**src/rtl/tfr_regs.svh**
```systemverilog
// register map, field positions, masks and reset values of the fault register bank
// assumes byte-wide registers addressed by a three-bit index
`ifndef TFR_REGS_SVH
`define TFR_REGS_SVH

`define TFR_ADDR_W 3
`define TFR_DATA_W 8
`define TFR_ADDR_IRQ 3'h0
`define TFR_ADDR_STATUS 3'h1
`define TFR_ADDR_MODE 3'h2
`define TFR_ADDR_CURLIM 3'h3
`define TFR_ADDR_LINECFG 3'h4
`define TFR_ADDR_AUXCFG 3'h5
`define TFR_ADDR_INVERT 3'h6

`define TFR_BIT_SHUT 7
`define TFR_BIT_WAKE 6
`define TFR_BIT_FAULT 4
`define TFR_BIT_LOWWARN 3
`define TFR_BIT_LOCKOUT 2
`define TFR_BIT_TEMP 0

`define TFR_MODE_BIT_SOFTRST 7
`define TFR_MODE_BIT_WAKEDIS 6
`define TFR_MODE_BIT_SHARE 4
`define TFR_MODE_BIT_WARNEN 3

`define TFR_IRQ_USED_MASK 8'hdd
`define TFR_LINECFG_MASK 8'hef
`define TFR_TOPBIT_MASK 8'h80
`define TFR_REG_RESET 8'h00
`define TFR_BYTE_ZERO 8'h00
`define TFR_BYTE_ONES 8'hff
// chip select and receive line idle high, so no false level follows reset
`define TFR_SYNC_IDLE 16'h2100

// serial frame: command byte then data byte, msb first
`define TFR_CMD_BIT_WRITE 7
`define TFR_CNT_W 4
`define TFR_CNT_CMD_LAST 4'h7
`define TFR_CNT_DATA_FIRST 4'h8
`define TFR_CNT_DATA_LAST 4'hf

`endif

```
**src/rtl/tfr_pkg.sv**
```systemverilog
// types shared by the fault register bank and its serial engine
// assumes tfr_regs.svh supplies the widths
`include "tfr_regs.svh"

package tfr_pkg;
   typedef logic [`TFR_DATA_W-1:0] tfr_byte_t;
   typedef logic [`TFR_ADDR_W-1:0] tfr_addr_t;
   // how the shared serial pins are routed
   typedef enum logic [3:0] {
      TFR_ROUTE_PIN = 4'b0001,
      TFR_ROUTE_PARALLEL = 4'b0010,
      TFR_ROUTE_MUX_SPI = 4'b0100,
      TFR_ROUTE_MUX_UART = 4'b1000
   } tfr_route_t;
endpackage

```
**src/rtl/tfr_reg_if.sv**
```systemverilog
// register access bundle between the serial engine and the register bank
// assumes both ends run on the same clock
`timescale 1ns/100ps

interface tfr_reg_if;
   import tfr_pkg::*;
   tfr_addr_t addr;
   logic rd_pulse;
   logic wr_pulse;
   tfr_byte_t wdata;
   tfr_byte_t rdata;
   modport eng (
      output addr,
      output rd_pulse,
      output wr_pulse,
      output wdata,
      input rdata
   );
   modport bank (
      input addr,
      input rd_pulse,
      input wr_pulse,
      input wdata,
      output rdata
   );
endinterface

```
**src/rtl/tfr_bank.sv**
```systemverilog
// configuration and fault register bank of a line transceiver, with serial pin routing
// assumes fault inputs are asynchronous levels from analog detectors, pins are asynchronous
`timescale 1ns/100ps

module tfr_bank
   import tfr_pkg::*;
(
   input wire logic clk,
   input wire logic rst_n,
   input wire logic spi_mode_pin,
   input wire logic serial_route_select,
   input wire logic chip_sel_pin,
   input wire logic shared_in_pin,
   input wire logic shared_clock_pin,
   input wire logic uart_tx_pin,
   input wire logic transmit_enable_pin,
   input wire logic line_rx_in,
   input wire logic overheat_shutdown_in,
   input wire logic driver_fault_in,
   input wire logic supply_low_warn_in,
   input wire logic supply_lockout_in,
   input wire logic temp_warn_in,
   input wire logic wakeup_detect_in,
   input wire logic aux_input_low_in,
   input wire logic line_level_low_in,
   output logic fault_irq_out_n,
   output logic shared_out_pin,
   output logic shared_out_oe,
   output logic uart_rx_pin,
   output logic line_tx_out,
   output logic line_transmit_enable_pin_out,
   output tfr_byte_t mode_control_out,
   output tfr_byte_t driver_current_limit_out,
   output tfr_byte_t line_driver_config_out,
   output tfr_byte_t aux_input_config_out,
   output tfr_byte_t line_polarity_invert_out
);
   localparam int SYNC_W = 16;

   tfr_reg_if rif ();

   logic [SYNC_W-1:0] pins_meta_reg;
   logic [SYNC_W-1:0] pins_sync_reg;
   logic spi_mode_s;
   logic route_sel_s;
   logic cs_n_s;
   logic sdi_s;
   logic sck_s;
   logic dtx_s;
   logic dtxen_s;
   logic rx_s;
   logic shut_s;
   logic fault_s;
   logic warn_s;
   logic lock_s;
   logic temp_s;
   logic wake_s;
   logic aux_low_s;
   logic line_low_s;
   logic [5:0] cond_prev_reg;
   logic [5:0] cond_now;
   logic [5:0] cond_rise;

   tfr_byte_t irq_flags_reg;
   tfr_byte_t irq_flags_next;
   tfr_byte_t irq_set;
   tfr_byte_t irq_clr;
   tfr_byte_t status_view;
   tfr_byte_t mode_reg;
   tfr_byte_t curlim_reg;
   tfr_byte_t linecfg_reg;
   tfr_byte_t auxcfg_reg;
   tfr_byte_t invert_reg;
   tfr_byte_t rdata;
   logic soft_rst;
   logic wake_dis;
   logic share_en;
   logic warn_en;
   logic fault_irq_n_reg;

   tfr_route_t route;
   logic spi_active;
   logic spi_cs_n;
   logic miso;
   logic shared_out_reg;
   logic shared_oe_reg;
   logic uart_rx_reg;
   logic line_tx_reg;
   logic line_transmit_enable_pin_reg;

   // every asynchronous input passes two flip-flops before anything reads it
   always_ff @(posedge clk or negedge rst_n) begin
      if (!rst_n) begin
         pins_meta_reg <= `TFR_SYNC_IDLE;
         pins_sync_reg <= `TFR_SYNC_IDLE;
      end else begin
         pins_meta_reg <= {spi_mode_pin, serial_route_select, chip_sel_pin, shared_in_pin,
                           shared_clock_pin, uart_tx_pin, transmit_enable_pin, line_rx_in,
                           overheat_shutdown_in, driver_fault_in, supply_low_warn_in,
                           supply_lockout_in, temp_warn_in, wakeup_detect_in,
                           aux_input_low_in, line_level_low_in};
         pins_sync_reg <= pins_meta_reg;
      end
   end

   assign {spi_mode_s, route_sel_s, cs_n_s, sdi_s, sck_s, dtx_s, dtxen_s, rx_s,
           shut_s, fault_s, warn_s, lock_s, temp_s, wake_s, aux_low_s, line_low_s}
      = pins_sync_reg;

   assign soft_rst = mode_reg[`TFR_MODE_BIT_SOFTRST];
   assign wake_dis = mode_reg[`TFR_MODE_BIT_WAKEDIS];
   assign share_en = mode_reg[`TFR_MODE_BIT_SHARE];
   assign warn_en = mode_reg[`TFR_MODE_BIT_WARNEN];

   // events are edges of the condition, so a lasting fault raises its flag once
   assign cond_now = {shut_s, wake_s, fault_s, warn_s, lock_s, temp_s};
   assign cond_rise = cond_now & ~cond_prev_reg;

   always_ff @(posedge clk or negedge rst_n) begin
      if (!rst_n)
         cond_prev_reg <= '0;
      else
         cond_prev_reg <= cond_now;
   end

   // no flags in pin mode or while the soft reset bit is held
   always_comb begin
      irq_set = `TFR_BYTE_ZERO;
      irq_set[`TFR_BIT_SHUT] = cond_rise[5];
      irq_set[`TFR_BIT_WAKE] = cond_rise[4] & ~wake_dis;
      irq_set[`TFR_BIT_FAULT] = cond_rise[3];
      irq_set[`TFR_BIT_LOWWARN] = cond_rise[2] & warn_en;
      irq_set[`TFR_BIT_LOCKOUT] = cond_rise[1];
      irq_set[`TFR_BIT_TEMP] = cond_rise[0];
      if (!spi_mode_s || soft_rst)
         irq_set = `TFR_BYTE_ZERO;
   end

   // read clears everything, but an event in the same cycle survives the clear
   assign irq_clr = (rif.rd_pulse && rif.addr == `TFR_ADDR_IRQ) ? `TFR_BYTE_ONES
                                                               : `TFR_BYTE_ZERO;
   assign irq_flags_next = soft_rst ? `TFR_REG_RESET
      : ((irq_flags_reg & ~irq_clr) | irq_set) & `TFR_IRQ_USED_MASK;

   always_ff @(posedge clk or negedge rst_n) begin
      if (!rst_n)
         irq_flags_reg <= `TFR_REG_RESET;
      else
         irq_flags_reg <= irq_flags_next;
   end

   // pin follows the flags; it reasserts only when a new event sets one
   always_ff @(posedge clk or negedge rst_n) begin
      if (!rst_n)
         fault_irq_n_reg <= 1'b1;
      else
         fault_irq_n_reg <= ~|irq_flags_next;
   end

   assign status_view = soft_rst ? `TFR_BYTE_ZERO
      : {shut_s, aux_low_s, 1'b0, fault_s, warn_s, lock_s, line_low_s, temp_s};

   // while soft reset is held the other registers sit at their power-up value
   always_ff @(posedge clk or negedge rst_n) begin
      if (!rst_n) begin
         mode_reg <= `TFR_REG_RESET;
      end else if (rif.wr_pulse && rif.addr == `TFR_ADDR_MODE) begin
         mode_reg <= rif.wdata;
      end else if (soft_rst) begin
         mode_reg <= mode_reg & `TFR_TOPBIT_MASK;
      end
   end

   always_ff @(posedge clk or negedge rst_n) begin
      if (!rst_n) begin
         curlim_reg <= `TFR_REG_RESET;
         linecfg_reg <= `TFR_REG_RESET;
         auxcfg_reg <= `TFR_REG_RESET;
         invert_reg <= `TFR_REG_RESET;
      end else if (soft_rst) begin
         curlim_reg <= `TFR_REG_RESET;
         linecfg_reg <= `TFR_REG_RESET;
         auxcfg_reg <= `TFR_REG_RESET;
         invert_reg <= `TFR_REG_RESET;
      end else if (rif.wr_pulse) begin
         unique case (rif.addr)
            `TFR_ADDR_CURLIM: curlim_reg <= rif.wdata;
            `TFR_ADDR_LINECFG: linecfg_reg <= rif.wdata & `TFR_LINECFG_MASK;
            `TFR_ADDR_AUXCFG: auxcfg_reg <= rif.wdata & `TFR_TOPBIT_MASK;
            `TFR_ADDR_INVERT: invert_reg <= rif.wdata & `TFR_TOPBIT_MASK;
            default: ;
         endcase
      end
   end

   // the read snapshot is taken on the clearing edge from the old value, so it shows the flags as they were before the clear
   always_comb begin
      rdata = `TFR_BYTE_ZERO;
      case (rif.addr)
         `TFR_ADDR_IRQ: rdata = irq_flags_reg;
         `TFR_ADDR_STATUS: rdata = status_view;
         `TFR_ADDR_MODE: rdata = mode_reg;
         `TFR_ADDR_CURLIM: rdata = curlim_reg;
         `TFR_ADDR_LINECFG: rdata = linecfg_reg;
         `TFR_ADDR_AUXCFG: rdata = auxcfg_reg;
         `TFR_ADDR_INVERT: rdata = invert_reg;
         default: rdata = `TFR_BYTE_ZERO;
      endcase
   end
   assign rif.rdata = rdata;

   always_comb begin
      if (!spi_mode_s)
         route = TFR_ROUTE_PIN;
      else if (!share_en)
         route = TFR_ROUTE_PARALLEL;
      else if (route_sel_s)
         route = TFR_ROUTE_MUX_UART;
      else
         route = TFR_ROUTE_MUX_SPI;
   end

   assign spi_active = (route == TFR_ROUTE_PARALLEL) || (route == TFR_ROUTE_MUX_SPI);
   // chip select means nothing in the uart route, so the engine is held idle there
   assign spi_cs_n = cs_n_s | ~spi_active;

   tfr_spi_engine u_engine (
      .clk(clk),
      .rst_n(rst_n),
      .sck_s(sck_s),
      .cs_n_s(spi_cs_n),
      .mosi_s(sdi_s),
      .bus(rif.eng),
      .miso(miso)
   );

   always_ff @(posedge clk or negedge rst_n) begin
      if (!rst_n) begin
         shared_out_reg <= 1'b0;
         shared_oe_reg <= 1'b0;
         line_tx_reg <= 1'b0;
         line_transmit_enable_pin_reg <= 1'b0;
         uart_rx_reg <= 1'b1;
      end else begin
         uart_rx_reg <= rx_s;
         unique case (route)
            TFR_ROUTE_PIN: begin
               shared_out_reg <= 1'b0;
               shared_oe_reg <= 1'b0;
               line_tx_reg <= dtx_s;
               line_transmit_enable_pin_reg <= dtxen_s;
            end
            TFR_ROUTE_PARALLEL: begin
               shared_out_reg <= miso;
               shared_oe_reg <= ~spi_cs_n;
               line_tx_reg <= dtx_s;
               line_transmit_enable_pin_reg <= dtxen_s;
            end
            TFR_ROUTE_MUX_SPI: begin
               shared_out_reg <= miso;
               shared_oe_reg <= ~spi_cs_n;
               line_tx_reg <= 1'b0;
               line_transmit_enable_pin_reg <= 1'b0;
            end
            TFR_ROUTE_MUX_UART: begin
               shared_out_reg <= rx_s;
               shared_oe_reg <= 1'b1;
               line_tx_reg <= sdi_s;
               line_transmit_enable_pin_reg <= sck_s;
            end
         endcase
      end
   end

   assign fault_irq_out_n = fault_irq_n_reg;
   assign shared_out_pin = shared_out_reg;
   assign shared_out_oe = shared_oe_reg;
   assign uart_rx_pin = uart_rx_reg;
   assign line_tx_out = line_tx_reg;
   assign line_transmit_enable_pin_out = line_transmit_enable_pin_reg;
   assign mode_control_out = mode_reg;
   assign driver_current_limit_out = curlim_reg;
   assign line_driver_config_out = linecfg_reg;
   assign aux_input_config_out = auxcfg_reg;
   assign line_polarity_invert_out = invert_reg;
endmodule

```
**src/rtl/tfr_spi_engine.sv**
```systemverilog
// spi slave, mode 0, two-byte frames: command byte then data byte
// assumes sck, cs_n and mosi are already synchronised to clk
`timescale 1ns/100ps

module tfr_spi_engine
   import tfr_pkg::*;
(
   input wire logic clk,
   input wire logic rst_n,
   input wire logic sck_s,
   input wire logic cs_n_s,
   input wire logic mosi_s,
   tfr_reg_if.eng bus,
   output logic miso
);
   logic sck_prev_reg;
   logic sck_rise;
   logic sck_fall;
   logic [`TFR_CNT_W-1:0] bit_cnt_reg;
   tfr_byte_t rx_shift_reg;
   tfr_byte_t cmd_reg;
   tfr_byte_t tx_shift_reg;
   tfr_byte_t wdata_reg;
   logic rd_pulse_reg;
   logic wr_pulse_reg;

   assign sck_rise = sck_s & ~sck_prev_reg & ~cs_n_s;
   assign sck_fall = ~sck_s & sck_prev_reg & ~cs_n_s;

   always_ff @(posedge clk or negedge rst_n) begin
      if (!rst_n) begin
         sck_prev_reg <= 1'b0;
         bit_cnt_reg <= '0;
         rx_shift_reg <= `TFR_BYTE_ZERO;
      end else begin
         sck_prev_reg <= sck_s;
         // counter wraps after the data byte so frames may follow in one select
         if (cs_n_s)
            bit_cnt_reg <= '0;
         else if (sck_rise)
            bit_cnt_reg <= bit_cnt_reg + 4'h1;
         if (sck_rise)
            rx_shift_reg <= {rx_shift_reg[6:0], mosi_s};
      end
   end

   always_ff @(posedge clk or negedge rst_n) begin
      if (!rst_n) begin
         cmd_reg <= `TFR_BYTE_ZERO;
         rd_pulse_reg <= 1'b0;
         wr_pulse_reg <= 1'b0;
         wdata_reg <= `TFR_BYTE_ZERO;
      end else begin
         rd_pulse_reg <= 1'b0;
         wr_pulse_reg <= 1'b0;
         if (sck_rise && bit_cnt_reg == `TFR_CNT_CMD_LAST) begin
            cmd_reg <= {rx_shift_reg[6:0], mosi_s};
            rd_pulse_reg <= ~rx_shift_reg[`TFR_CMD_BIT_WRITE-1];
         end
         if (sck_rise && bit_cnt_reg == `TFR_CNT_DATA_LAST) begin
            wdata_reg <= {rx_shift_reg[6:0], mosi_s};
            wr_pulse_reg <= cmd_reg[`TFR_CMD_BIT_WRITE];
         end
      end
   end

   // the falling edge right after the command byte must not shift, or bit 7 is lost
   always_ff @(posedge clk or negedge rst_n) begin
      if (!rst_n)
         tx_shift_reg <= `TFR_BYTE_ZERO;
      else if (cs_n_s)
         tx_shift_reg <= `TFR_BYTE_ZERO;
      else if (rd_pulse_reg)
         tx_shift_reg <= bus.rdata;
      else if (sck_fall && bit_cnt_reg != `TFR_CNT_DATA_FIRST)
         tx_shift_reg <= {tx_shift_reg[6:0], 1'b0};
   end

   assign miso = tx_shift_reg[7];
   assign bus.addr = cmd_reg[`TFR_ADDR_W-1:0];
   assign bus.rd_pulse = rd_pulse_reg;
   assign bus.wr_pulse = wr_pulse_reg;
   assign bus.wdata = wdata_reg;
endmodule

```
**config.mk**
```make
export PLATFORM = sky130hd
export DESIGN_NAME = tfr_bank
export DESIGN_NICKNAME = d
export VERILOG_FILES = /design/src/rtl/tfr_pkg.sv /design/src/rtl/tfr_reg_if.sv /design/src/rtl/tfr_bank.sv /design/src/rtl/tfr_spi_engine.sv
export VERILOG_INCLUDE_DIRS = /design/src /design/src/rtl
export SDC_FILE = /design/constraint.sdc
export NUM_CORES = 1
export LEC_CHECK = 0
export CORE_AREA = 3 3 127 129
export DETAILED_ROUTE_END_ITERATION = 10
export DIE_AREA = 0 0 130 132
export DONT_BUFFER_PORTS = 1
export GPL_ROUTABILITY_DRIVEN = 1
export SLEW_MARGIN = 20
export SYNTH_ARGS = -nofsm -noshare
export SYNTH_HDL_FRONTEND = slang
export SYNTH_SLANG_ARGS = --single-unit
```
**constraint.sdc**
```tcl
create_clock -name clk -period 5.05 [get_ports clk]
set_input_delay 1.01 -clock clk [delete_from_list [all_inputs] [get_ports clk]]
set_output_delay 1.01 -clock clk [all_outputs]
set_load 0.005 [all_outputs]
```
==> results.md, run 1 <==
* Total global-route track usage at 12.1%
* # setup viols final at 0
* Fin worst setup slack at 2.70 ns
* Setup TNS at 0 ns
* Initial Utilization at 29.7%
* DR WL met3 at 570 microns
* Synthesis-to-finish area growth at 8.60%
* Hold_buf cts at 0
* Crit path capture type: output pin
* Sequential share of the synthesized area at 60.8%
* I/O pins at 64
* Die span in x at 130 microns
* Final Util at 32.3%
* Vias in the first global route at 2725
* R2R Setup Slk at 2.81 ns
* Layout cell share with drive strength beyond 1 at 14.9%
* Yosys cell types at 61
* WL/cell at 17.7 microns
* Fin area at 0.00488 sq mm
* Worst-skew pair later-pin latency at 0.36 ns
* FF-to-FF End: fault_irq_out_n$_DFF_PN1_
* DP Area at 0.00458 sq mm
* Critical Path RT at 4.04 ns
* Overall die area at 0.0172 sq mm
* Syn. warnings at 0
* CTS tree: done
* Root Driver: clkbuf_16
* Clock tree buffer depth at 2
* Setup crit start kind: flip-flop
* Starting DRT DRC Count at 188
* N_diodes at 0
* Rows at 45
* Post-synth ARST share at 100%
* Port bufs at 0
* Largest net degree at the start of global routing at 110
* Max_cap viols at 0
* GPL Wtd Cong at 0.916
* Cts bufs inserted at 9
* Setup Fix Bufs, Post-CTS at 0
* DP HPWL at 7080 microns
* Vias per std cell at 4.81
* Fin. Hold Viols at 0
* Synthesized instance count at 372
* CTS Sinks at 109
* Chip Height at 132 microns
* Max Freq at 425 MHz
* Power per cell area at 344 mW/mm^2
* CP max FO at 28
* PostCTS Resize Cnt at 0
* Period utilization at 46.6%
* Post-layout min period at 2.35 ns
* First-pass DRT Iterations at 4
* Reg-to-reg critical path startpoint: mode_control_out[7]$_DFFE_PN0P_
* Post-synth top flop: dfrtp_1
* Static leakage at 0.00216 uW
* Final Routed Wirelength at 9830 microns
* Nets at 384
* DRC viols at 0
* Core Area at 0.0151 sq mm
* Clock-pin slew on the worst setup and hold paths at 0.08 ns
* Worst slack at placement at 2.82 ns
* Synthesized flop and latch total at 109
* First-pass GRT wire length at 15800 microns
* Antenna Violating Nets Remaining at 0
* Fillers at 1494
* Wire length on met2 at 4770 microns
* Slew @ Worst Pin at 0.960 ns
* Worst Clk Skew at 0.0138 ns
* RSZ-0062 raised after global routing: no
* Min-Delay Path Class: in -> async
* Routed via count at 2679
* R2r worst-path depth at 4
* Initial antenna violation count at 0
* Mapped Area at 0.00450 sq mm
* Worst Path Class, Setup: reg -> out
* Post-synthesis area per instance at 12.1 sq um
* Slew margin rel. at 36.0%
* Power, Total at 1680 uW
* WP data arrival at 1.34 ns
* Top layer in use: met4
* Maximum vdd drop at 154 uV
* H-tree depth at 3
* Status: completed
* Number of flops mapped to enable cells by yosys at 0
* GRT overflow at 0
* Max-slew violations at 0
* Length of routed wiring on met1 at 4220 microns
==> cell families after synthesis <==
kind of cell	after synthesis	synth area share, %
AO/OA/AOI/OAI	59	8.96
multiplexers	38	10.3
XOR/XNOR	3	0.584
buffers and inverters	47	5.95
other	1	0.0834
flip-flops	109	60.8
adder cells (fa/ha/maj)	2	0.556
AND/OR/NAND/NOR	113	12.7
==> area by class of cell <==
cell class,instances,area [sq um],share of cell area (%)
sequential,109,2740,56.0
multi-input combinational,230,1550,31.8
tap,188,235,4.82
clock buffer,9,225,4.61
clock inverter,7,83.8,1.72
inverter,14,52.6,1.08
==> per-stage QoR <==
step / hold slack (ns) / instances
floorplan: 0.331 / 386
global placement: 0.336 / 541
detailed placement: 0.335 / 541
CTS: 0.323 / 557
global route: 0.320 / 557
finish: 0.340 / 557
==> cells in the final DEF, fill, tap and decap left out, drive strengths merged, types with 3 or more instances in the layout <==
master and count:
mux2i 13, nand2 47, and3 4, nand4 4
a21oi 15, inv 18, nor2 21, dfrtp 103
nor3 3, clkbuf 9, nand3 9, clkinv 3
o21ai 11, mux2 23, nor2b 10, dfstp 6
conb 15
==> worst max-delay path by stage <==
stage | start | endpoint | slack (ns) | depth (start not counted)
finish | mode_control_out[7]$_DFFE_PN0P_ | mode_control_out[7] | 2.70 | 0
global route | mode_control_out[7]$_DFFE_PN0P_ | fault_irq_out_n$_DFF_PN1_ | 2.60 | 4
floorplan | u_engine.sck_prev_reg$_DFF_PN0_ | u_engine.bus.wdata[0]$_DFFE_PN0P_ | 3.33 | 6
detailed placement | mode_control_out[7]$_DFFE_PN0P_ | fault_irq_out_n$_DFF_PN1_ | 2.82 | 4
CTS | mode_control_out[7]$_DFFE_PN0P_ | mode_control_out[7] | 2.68 | 0
global placement | u_engine.cmd_reg[1]$_DFFE_PN0P_ | line_driver_config_out[5]$_DFFE_PN0P_ | 2.78 | 4
==> power by group <==
group | internal, uW | switching, uW | total (uW)
Combinational | 19.1 | 15.5 | 34.5
Clock | 358 | 357 | 715
Sequential | 907 | 25.2 | 932
Total | 1280 | 398 | 1680
==> per-layer routing <==
metal	vias to the layer above	track usage, %
met5	-	0
met4	0	5.14
met3	17	3.85
met2	86	18.6
met1	1327	15.7
li1	1249	-
==> cells in the mapped netlist (3+ instances only) <==
library cell | instances | area share [%]
buf_4 | 15 | 2.5
nor3_1 | 3 | 0.33
dfrtp_1 | 103 | 57
mux2_4 | 8 | 2.7
nand2_1 | 47 | 3.9
dfstp_2 | 6 | 3.5
inv_1 | 14 | 1.2
o21ai_0 | 11 | 1.2
and3_1 | 4 | 0.56
nor2b_1 | 9 | 1.3
nor2_1 | 21 | 1.8
buf_2 | 4 | 0.45
nand4_1 | 4 | 0.56
a21oi_1 | 15 | 1.7
buf_6 | 4 | 1.0
mux2i_1 | 13 | 2.9
mux2_2 | 15 | 3.8
clkbuf_1 | 10 | 0.83
nand3_1 | 9 | 1.0
(Power assumes the default switching activity.)
==> run 2: changes to the inputs <==
Settings changed: ABC_AREA set to 1.
Clock period 5.05 ns to 2.45 ns, I/O delays scaled along.
==> run 2 against run 1 <==
Against the previous run:
- the flow now finishes with violations (hold timing)
- worst setup slack lost 2.1 ns
- die area is the same
- utilization grew 0.39 points
- first-iteration DRC count grew 15%
- clock power grew 120%
- critical path depth grew 6
- clock-buffer cell count grew 1
- clock skew shrank 0.0067 ns
- power grew 110%
- via count grew 11%
==> results.md, run 2 <==
* Status: finished, violations left
* Failing checks: hold timing
* Root Driver: clkbuf_16
* Yosys top cell by area: dfrtp_1
* FF-to-FF End: mode_control_out[4]$_DFFE_PN0P_
* Placed insts at 642
* CTS tree: done
* Cts bufs inserted at 9
* Post-synth top flop: dfrtp_1
* Layout cell share with drive strength beyond 1 at 12.3%
* Most common cell after layout, fill and taps aside: nand2_1
* H-tree depth at 3
* Initial antenna violation count at 0
* Fillers at 1552
* N_diodes at 0
* Synthesis-to-finish area growth at 9.87%
* CTS Sinks at 109
* Rows at 45
* Sequential share of the synthesized area at 60.8%
* Syn. warnings at 0
* Period utilization at 74.6%
* I/O pins at 64
* Setup TNS at 0 ns
* # setup viols final at 0
* Mapped Area at 0.00450 sq mm
* Core Area at 0.0151 sq mm
* First-pass GRT wire length at 15700 microns
* WP data arrival at 2.04 ns
* Clock tree buffer depth at 2
* CP max FO at 20
* Share of the synthesized area in the top cell type at 57.3%
* Nets at 485
* WHS at -0.157 ns
* Largest net degree at the start of global routing at 110
* Max Freq at 547 MHz
* RSZ-0062 raised after global routing: no
* Clock-pin slew on the worst setup and hold paths at 0.07 ns
* Post-synthesis area per instance at 9.66 sq um
* Power per cell area at 713 mW/mm^2
* GRT overflow at 0
* Setup crit start kind: flip-flop
* Antenna Violating Nets Remaining at 0
* Final Non-Filler Cells at 658
* Worst Path Class, Setup: reg -> reg
* Fin worst setup slack at 0.622 ns
* DP HPWL at 7130 microns
* WL/cell at 14.5 microns
* Chip Height at 132 microns
* Die span in x at 130 microns
* R2r worst-path depth at 6
* Worst slack at placement at 0.648 ns
* Highest-count cells in the layout ignoring fill and taps: nand2_1, dfrtp_1, inv_1, o21ai_0, nor2_1
* Static leakage at 0.00235 uW
* Crit path capture type: flip-flop
* Worst-skew pair later-pin latency at 0.34 ns
* First-pass DRT Iterations at 6
* Critical Path RT at 2.66 ns
* GPL Wtd Cong at 0.903
* Yosys cell types at 37
* DRC viols at 0
* Final Routed Wirelength at 9540 microns
* Final Util at 32.6%
* Overall die area at 0.0172 sq mm
* Buffers and inverters on the worst path at 2
* Vias per std cell at 4.53
* Initial Utilization at 29.7%
* CP max-delay cell: dfrtp_1
* Synthesized instance count at 466
* R2R Setup Slk at 0.62 ns
* Total global-route track usage at 11.8%
* Delay-heaviest family, CP: flip-flops
* Port bufs at 0
* Most frequent cell after synthesis: nand2_1
* Maximum vdd drop at 352 uV
* Starting DRT DRC Count at 216
* Critical path's largest stage delay at 0.63 ns
* Worst Clk Skew at 0.00705 ns
* Post-layout min period at 1.83 ns
* Reg-to-reg critical path startpoint: u_engine.cmd_reg[2]$_DFFE_PN0P_
* Max_cap viols at 0
* Max-slew violations at 0
* Vias in the first global route at 2920
* Commonest cells in the netlist: nand2_1, dfrtp_1, inv_1
* Main area contributors after synthesis: dfrtp_1, nand2_1, o21ai_0
* Min-Delay Path Class: in -> async
* Fin. Hold Viols at 103
* Routed via count at 2982
* Synthesized flop and latch total at 109
* Number of flops mapped to enable cells by yosys at 0
* Post-synth ARST share at 100%
* CP Cell Sequence: inv_2 -> nand2_1 -> nor2_2 -> inv_2 -> nand2_1 -> o21ai_0
[run 2: area by class of cell]
class | count | area [sq um] | area share [%]
clock inverter | 6 | 92.6 | 1.87
inverter | 48 | 180 | 3.64
tap | 188 | 235 | 4.76
multi-input combinational | 296 | 1450 | 29.4
sequential | 109 | 2740 | 55.3
clock buffer | 10 | 239 | 4.83
timing repair buffer | 1 | 7.51 | 0.152
[run 2: what timing repair did]
action                                 CTS  global route
gates resized for setup                  0             0
setup buffers                            0             0
endpoints found under the hold margin  109           103
[run 2: cells by family after synthesis]
logic type	synth area share, %
simple gates	21.3
flops	60.8
buf+inv	8.06
compound gates	8.23
mux	1.00
fa+ha+maj	0.556
other cells	0.0833
[run 2: worst max path at each step]
| stage | from | to | slack (ns) | cells past startpoint |
|---|---|---|---|---|
| after floorplan | u_engine.cmd_reg[1]$_DFFE_PN0P_ | line_driver_config_out[2]$_DFFE_PN0P_ | 1.02 | 5 |
| after global placement | u_engine.cmd_reg[2]$_DFFE_PN0P_ | mode_control_out[4]$_DFFE_PN0P_ | 0.71 | 6 |
| after detailed placement | u_engine.cmd_reg[2]$_DFFE_PN0P_ | mode_control_out[4]$_DFFE_PN0P_ | 0.65 | 6 |
| after CTS | u_engine.cmd_reg[2]$_DFFE_PN0P_ | mode_control_out[4]$_DFFE_PN0P_ | 0.61 | 6 |
| after global routing | u_engine.cmd_reg[2]$_DFFE_PN0P_ | mode_control_out[4]$_DFFE_PN0P_ | 0.48 | 6 |
| final | u_engine.cmd_reg[2]$_DFFE_PN0P_ | mode_control_out[4]$_DFFE_PN0P_ | 0.62 | 6 |
[run 2: report_power, final]
| group | leakage, uW | switching, uW | internal, uW |
|---|---|---|---|
| sequential | 0.00139 | 26.5 | 1860 |
| combinational | 0.000804 | 53.6 | 17.2 |
| clock | 0.000161 | 637 | 932 |
| total | 0.00235 | 717 | 2810 |
[run 2: stage by stage]
step                cell area (sq um)  hold WS [ns]  total power [uW]
floorplan                        4550         0.194              1980
global placement                 4610         0.199              1990
detailed placement               4610         0.199              1990
CTS                              4940        -0.177              3580
global route                     4940        -0.188              3670
finish                           4940        -0.157              3520
[run 2: routing by layer]
| metal | routed length [microns] | GRT usage, % |
|---|---|---|
| met3 | 841 | 4.98 |
| met5 | 0 | 0 |
| met4 | 106 | 4.10 |
| met1 | 4120 | 15.5 |
| met2 | 4470 | 17.4 |
==> run 3: changes to the inputs <==
Clock period 2.45 ns to 1.5 ns, I/O delays scaled along.
==> run 3 against run 2 <==
Against the previous run:
- the run still ends with hold timing left
- highest routed layer unchanged
- die area unchanged
- utilization grew 3.1 points
- critical endpoint is now line_driver_config_out[6]$_DFFE_PN0P_
- clock skew rose by 0.00067 ns
==> results.md, run 3 (synthesis gave the netlist of run 2 again) <==
* Failing checks: hold timing
* Overall die area at 0.0172 sq mm
* Multi-input logic area at 0.00153 sq mm
* Total global-route track usage at 12.2%
* Final Routed Wirelength at 10200 microns
* Clock tree buffer depth at 2
* Initial antenna violation count at 0
* Root Driver: clkbuf_16
* Vias per std cell at 4.54
* Routed via count at 3207
* DP HPWL at 7270 microns
* GPL Wtd Cong at 0.893
* First-pass DRT Iterations at 4
* Worst Clk Skew at 0.00772 ns
* Synthesis-to-finish area growth at 20.4%
* Register Area at 0.00274 sq mm
* WL/cell at 14.4 microns
* Maximum vdd drop at 659 uV
* Static leakage at 0.00255 uW
* First-pass GRT wire length at 16500 microns
* GRT overflow at 0
* Fin. Hold Viols at 109
* H-tree depth at 3
* Setup TNS at 0 ns
* Initial Utilization at 29.7%
* Core Area at 0.0151 sq mm
* Status: finished, violations left
* Crit path capture type: flip-flop
* Most common cell after layout, fill and taps aside: nand2_1
* Largest net degree at the start of global routing at 110
* Vias in the first global route at 3182
* Port bufs at 0
* Clock-pin slew on the worst setup and hold paths at 0.07 ns
* N_diodes at 0
* Starting DRT DRC Count at 188
* Worst-skew pair later-pin latency at 0.34 ns
* # setup viols final at 0
* Final Util at 35.8%
* Max-slew violations at 0
* Die span in x at 130 microns
* Setup crit start kind: flip-flop
* WHS at -0.351 ns
* Antenna Violating Nets Remaining at 0
* WP data arrival at 1.70 ns
* Worst Path Class, Setup: reg -> reg
* Hold_buf cts at 16
* Min-Delay Path Class: in -> async
* Max Freq at 677 MHz
* CP max FO at 7
* CTS tree: done
* RSZ-0062 raised after global routing: yes
* Nets at 533
* Max_cap viols at 0
* Rows at 45
* I/O pins at 64
* Post-layout min period at 1.48 ns
* DRC viols at 0
* Power per cell area at 1040 mW/mm^2
* Cts bufs inserted at 9
* Chip Height at 132 microns
* Period utilization at 98.5%
* Highest-count cells in the layout ignoring fill and taps: nand2_1, dfrtp_1, inv_1, o21ai_0, buf_4
* Layout cell share with drive strength beyond 1 at 19.1%
* CTS Sinks at 109
* Fillers at 1492
* Critical Path RT at 1.72 ns
[run 3: cell count changes in the layout (fill, tap and decap cells not counted), moves of 3 or more]
cell           previous run  this run
nor2_4                    3         8
dfrtp_1                 103       100
dfrtp_2                   0         3
o21ai_1                   1         4
buf_6                     0         3
o21ai_0                  37        33
nor2_2                    5         1
dlygate4sd3_1             0        16
buf_4                     1        28
[run 3: repair_timing]
action | 4_1_cts | 5_1_grt
buffers inserted | 0 | 12
gates resized for setup | 3 | 25
hold endpoints to repair | 125 | 109
pin swaps | 0 | 7
endpoints found under the setup margin | 6 | 35
gates cloned | 0 | 1
[run 3: worst max-delay path, stage by stage (launching register included)]
cell and delay [ns]:
dfrtp_2 0.48, nor2_4 0.18, nand2_4 0.10, o21ai_4 0.23, mux2_2 0.37
[run 3: path summary, 6_finish.rpt]
kind	to	from	cells after the start	slack (ns)
max in group asynchronous	fault_irq_out_n$_DFF_PN1_	rst_n	0	1.61
hold / removal	line_driver_config_out[3]$_DFFE_PN0P_	rst_n	0	-0.35
setup / recovery	line_driver_config_out[6]$_DFFE_PN0P_	u_engine.cmd_reg[0]$_DFFE_PN0P_	4	0.02
hold reg to reg	pins_sync_reg[11]$_DFF_PN0_	pins_meta_reg[11]$_DFF_PN0_	0	0.35
min in group clk	pins_sync_reg[11]$_DFF_PN0_	pins_meta_reg[11]$_DFF_PN0_	0	0.35
setup reg to reg	line_driver_config_out[6]$_DFFE_PN0P_	u_engine.cmd_reg[0]$_DFFE_PN0P_	4	0.02
[run 3: routing by layer]
| metal | wire length (microns) | part of all wire (%) | global-route usage, % | vias up |
|---|---|---|---|---|
| met3 | 889 | 8.7 | 5.19 | 11 |
| met5 | 0 | 0 | 0 | - |
| met2 | 4860 | 48 | 18.5 | 95 |
| li1 | - | - | - | 1550 |
| met1 | 4350 | 43 | 15.8 | 1551 |
| met4 | 100 | 0.98 | 3.64 | 0 |
[run 3: layout make-up]
class | instances | share of cell area, %
sequential | 109 | 50.6
multi-input combinational | 297 | 28.3
timing repair buffer | 48 | 7.83
tap | 188 | 4.34
clock buffer | 11 | 4.30
inverter | 48 | 3.44
clock inverter | 5 | 1.22
[run 3: metrics by stage]
| step | cells | setup slack [ns] | area, sq um | power, uW |
|---|---|---|---|---|
| floorplan | 480 | 0.0749 | 4550 | 3240 |
| global placement | 661 | 0.00941 | 4770 | 3250 |
| detailed placement | 661 | -0.0308 | 4770 | 3250 |
| CTS | 693 | 0.0121 | 5230 | 5670 |
| global route | 706 | -0.0328 | 5420 | 5830 |
| finish | 706 | 0.0224 | 5420 | 5610 |
[run 3: power breakdown]
group          switching [uW]  total, uW  internal, uW
Clock                    1050       2370          1320
Sequential               40.8       3070          3030
Combinational             101        170          69.0
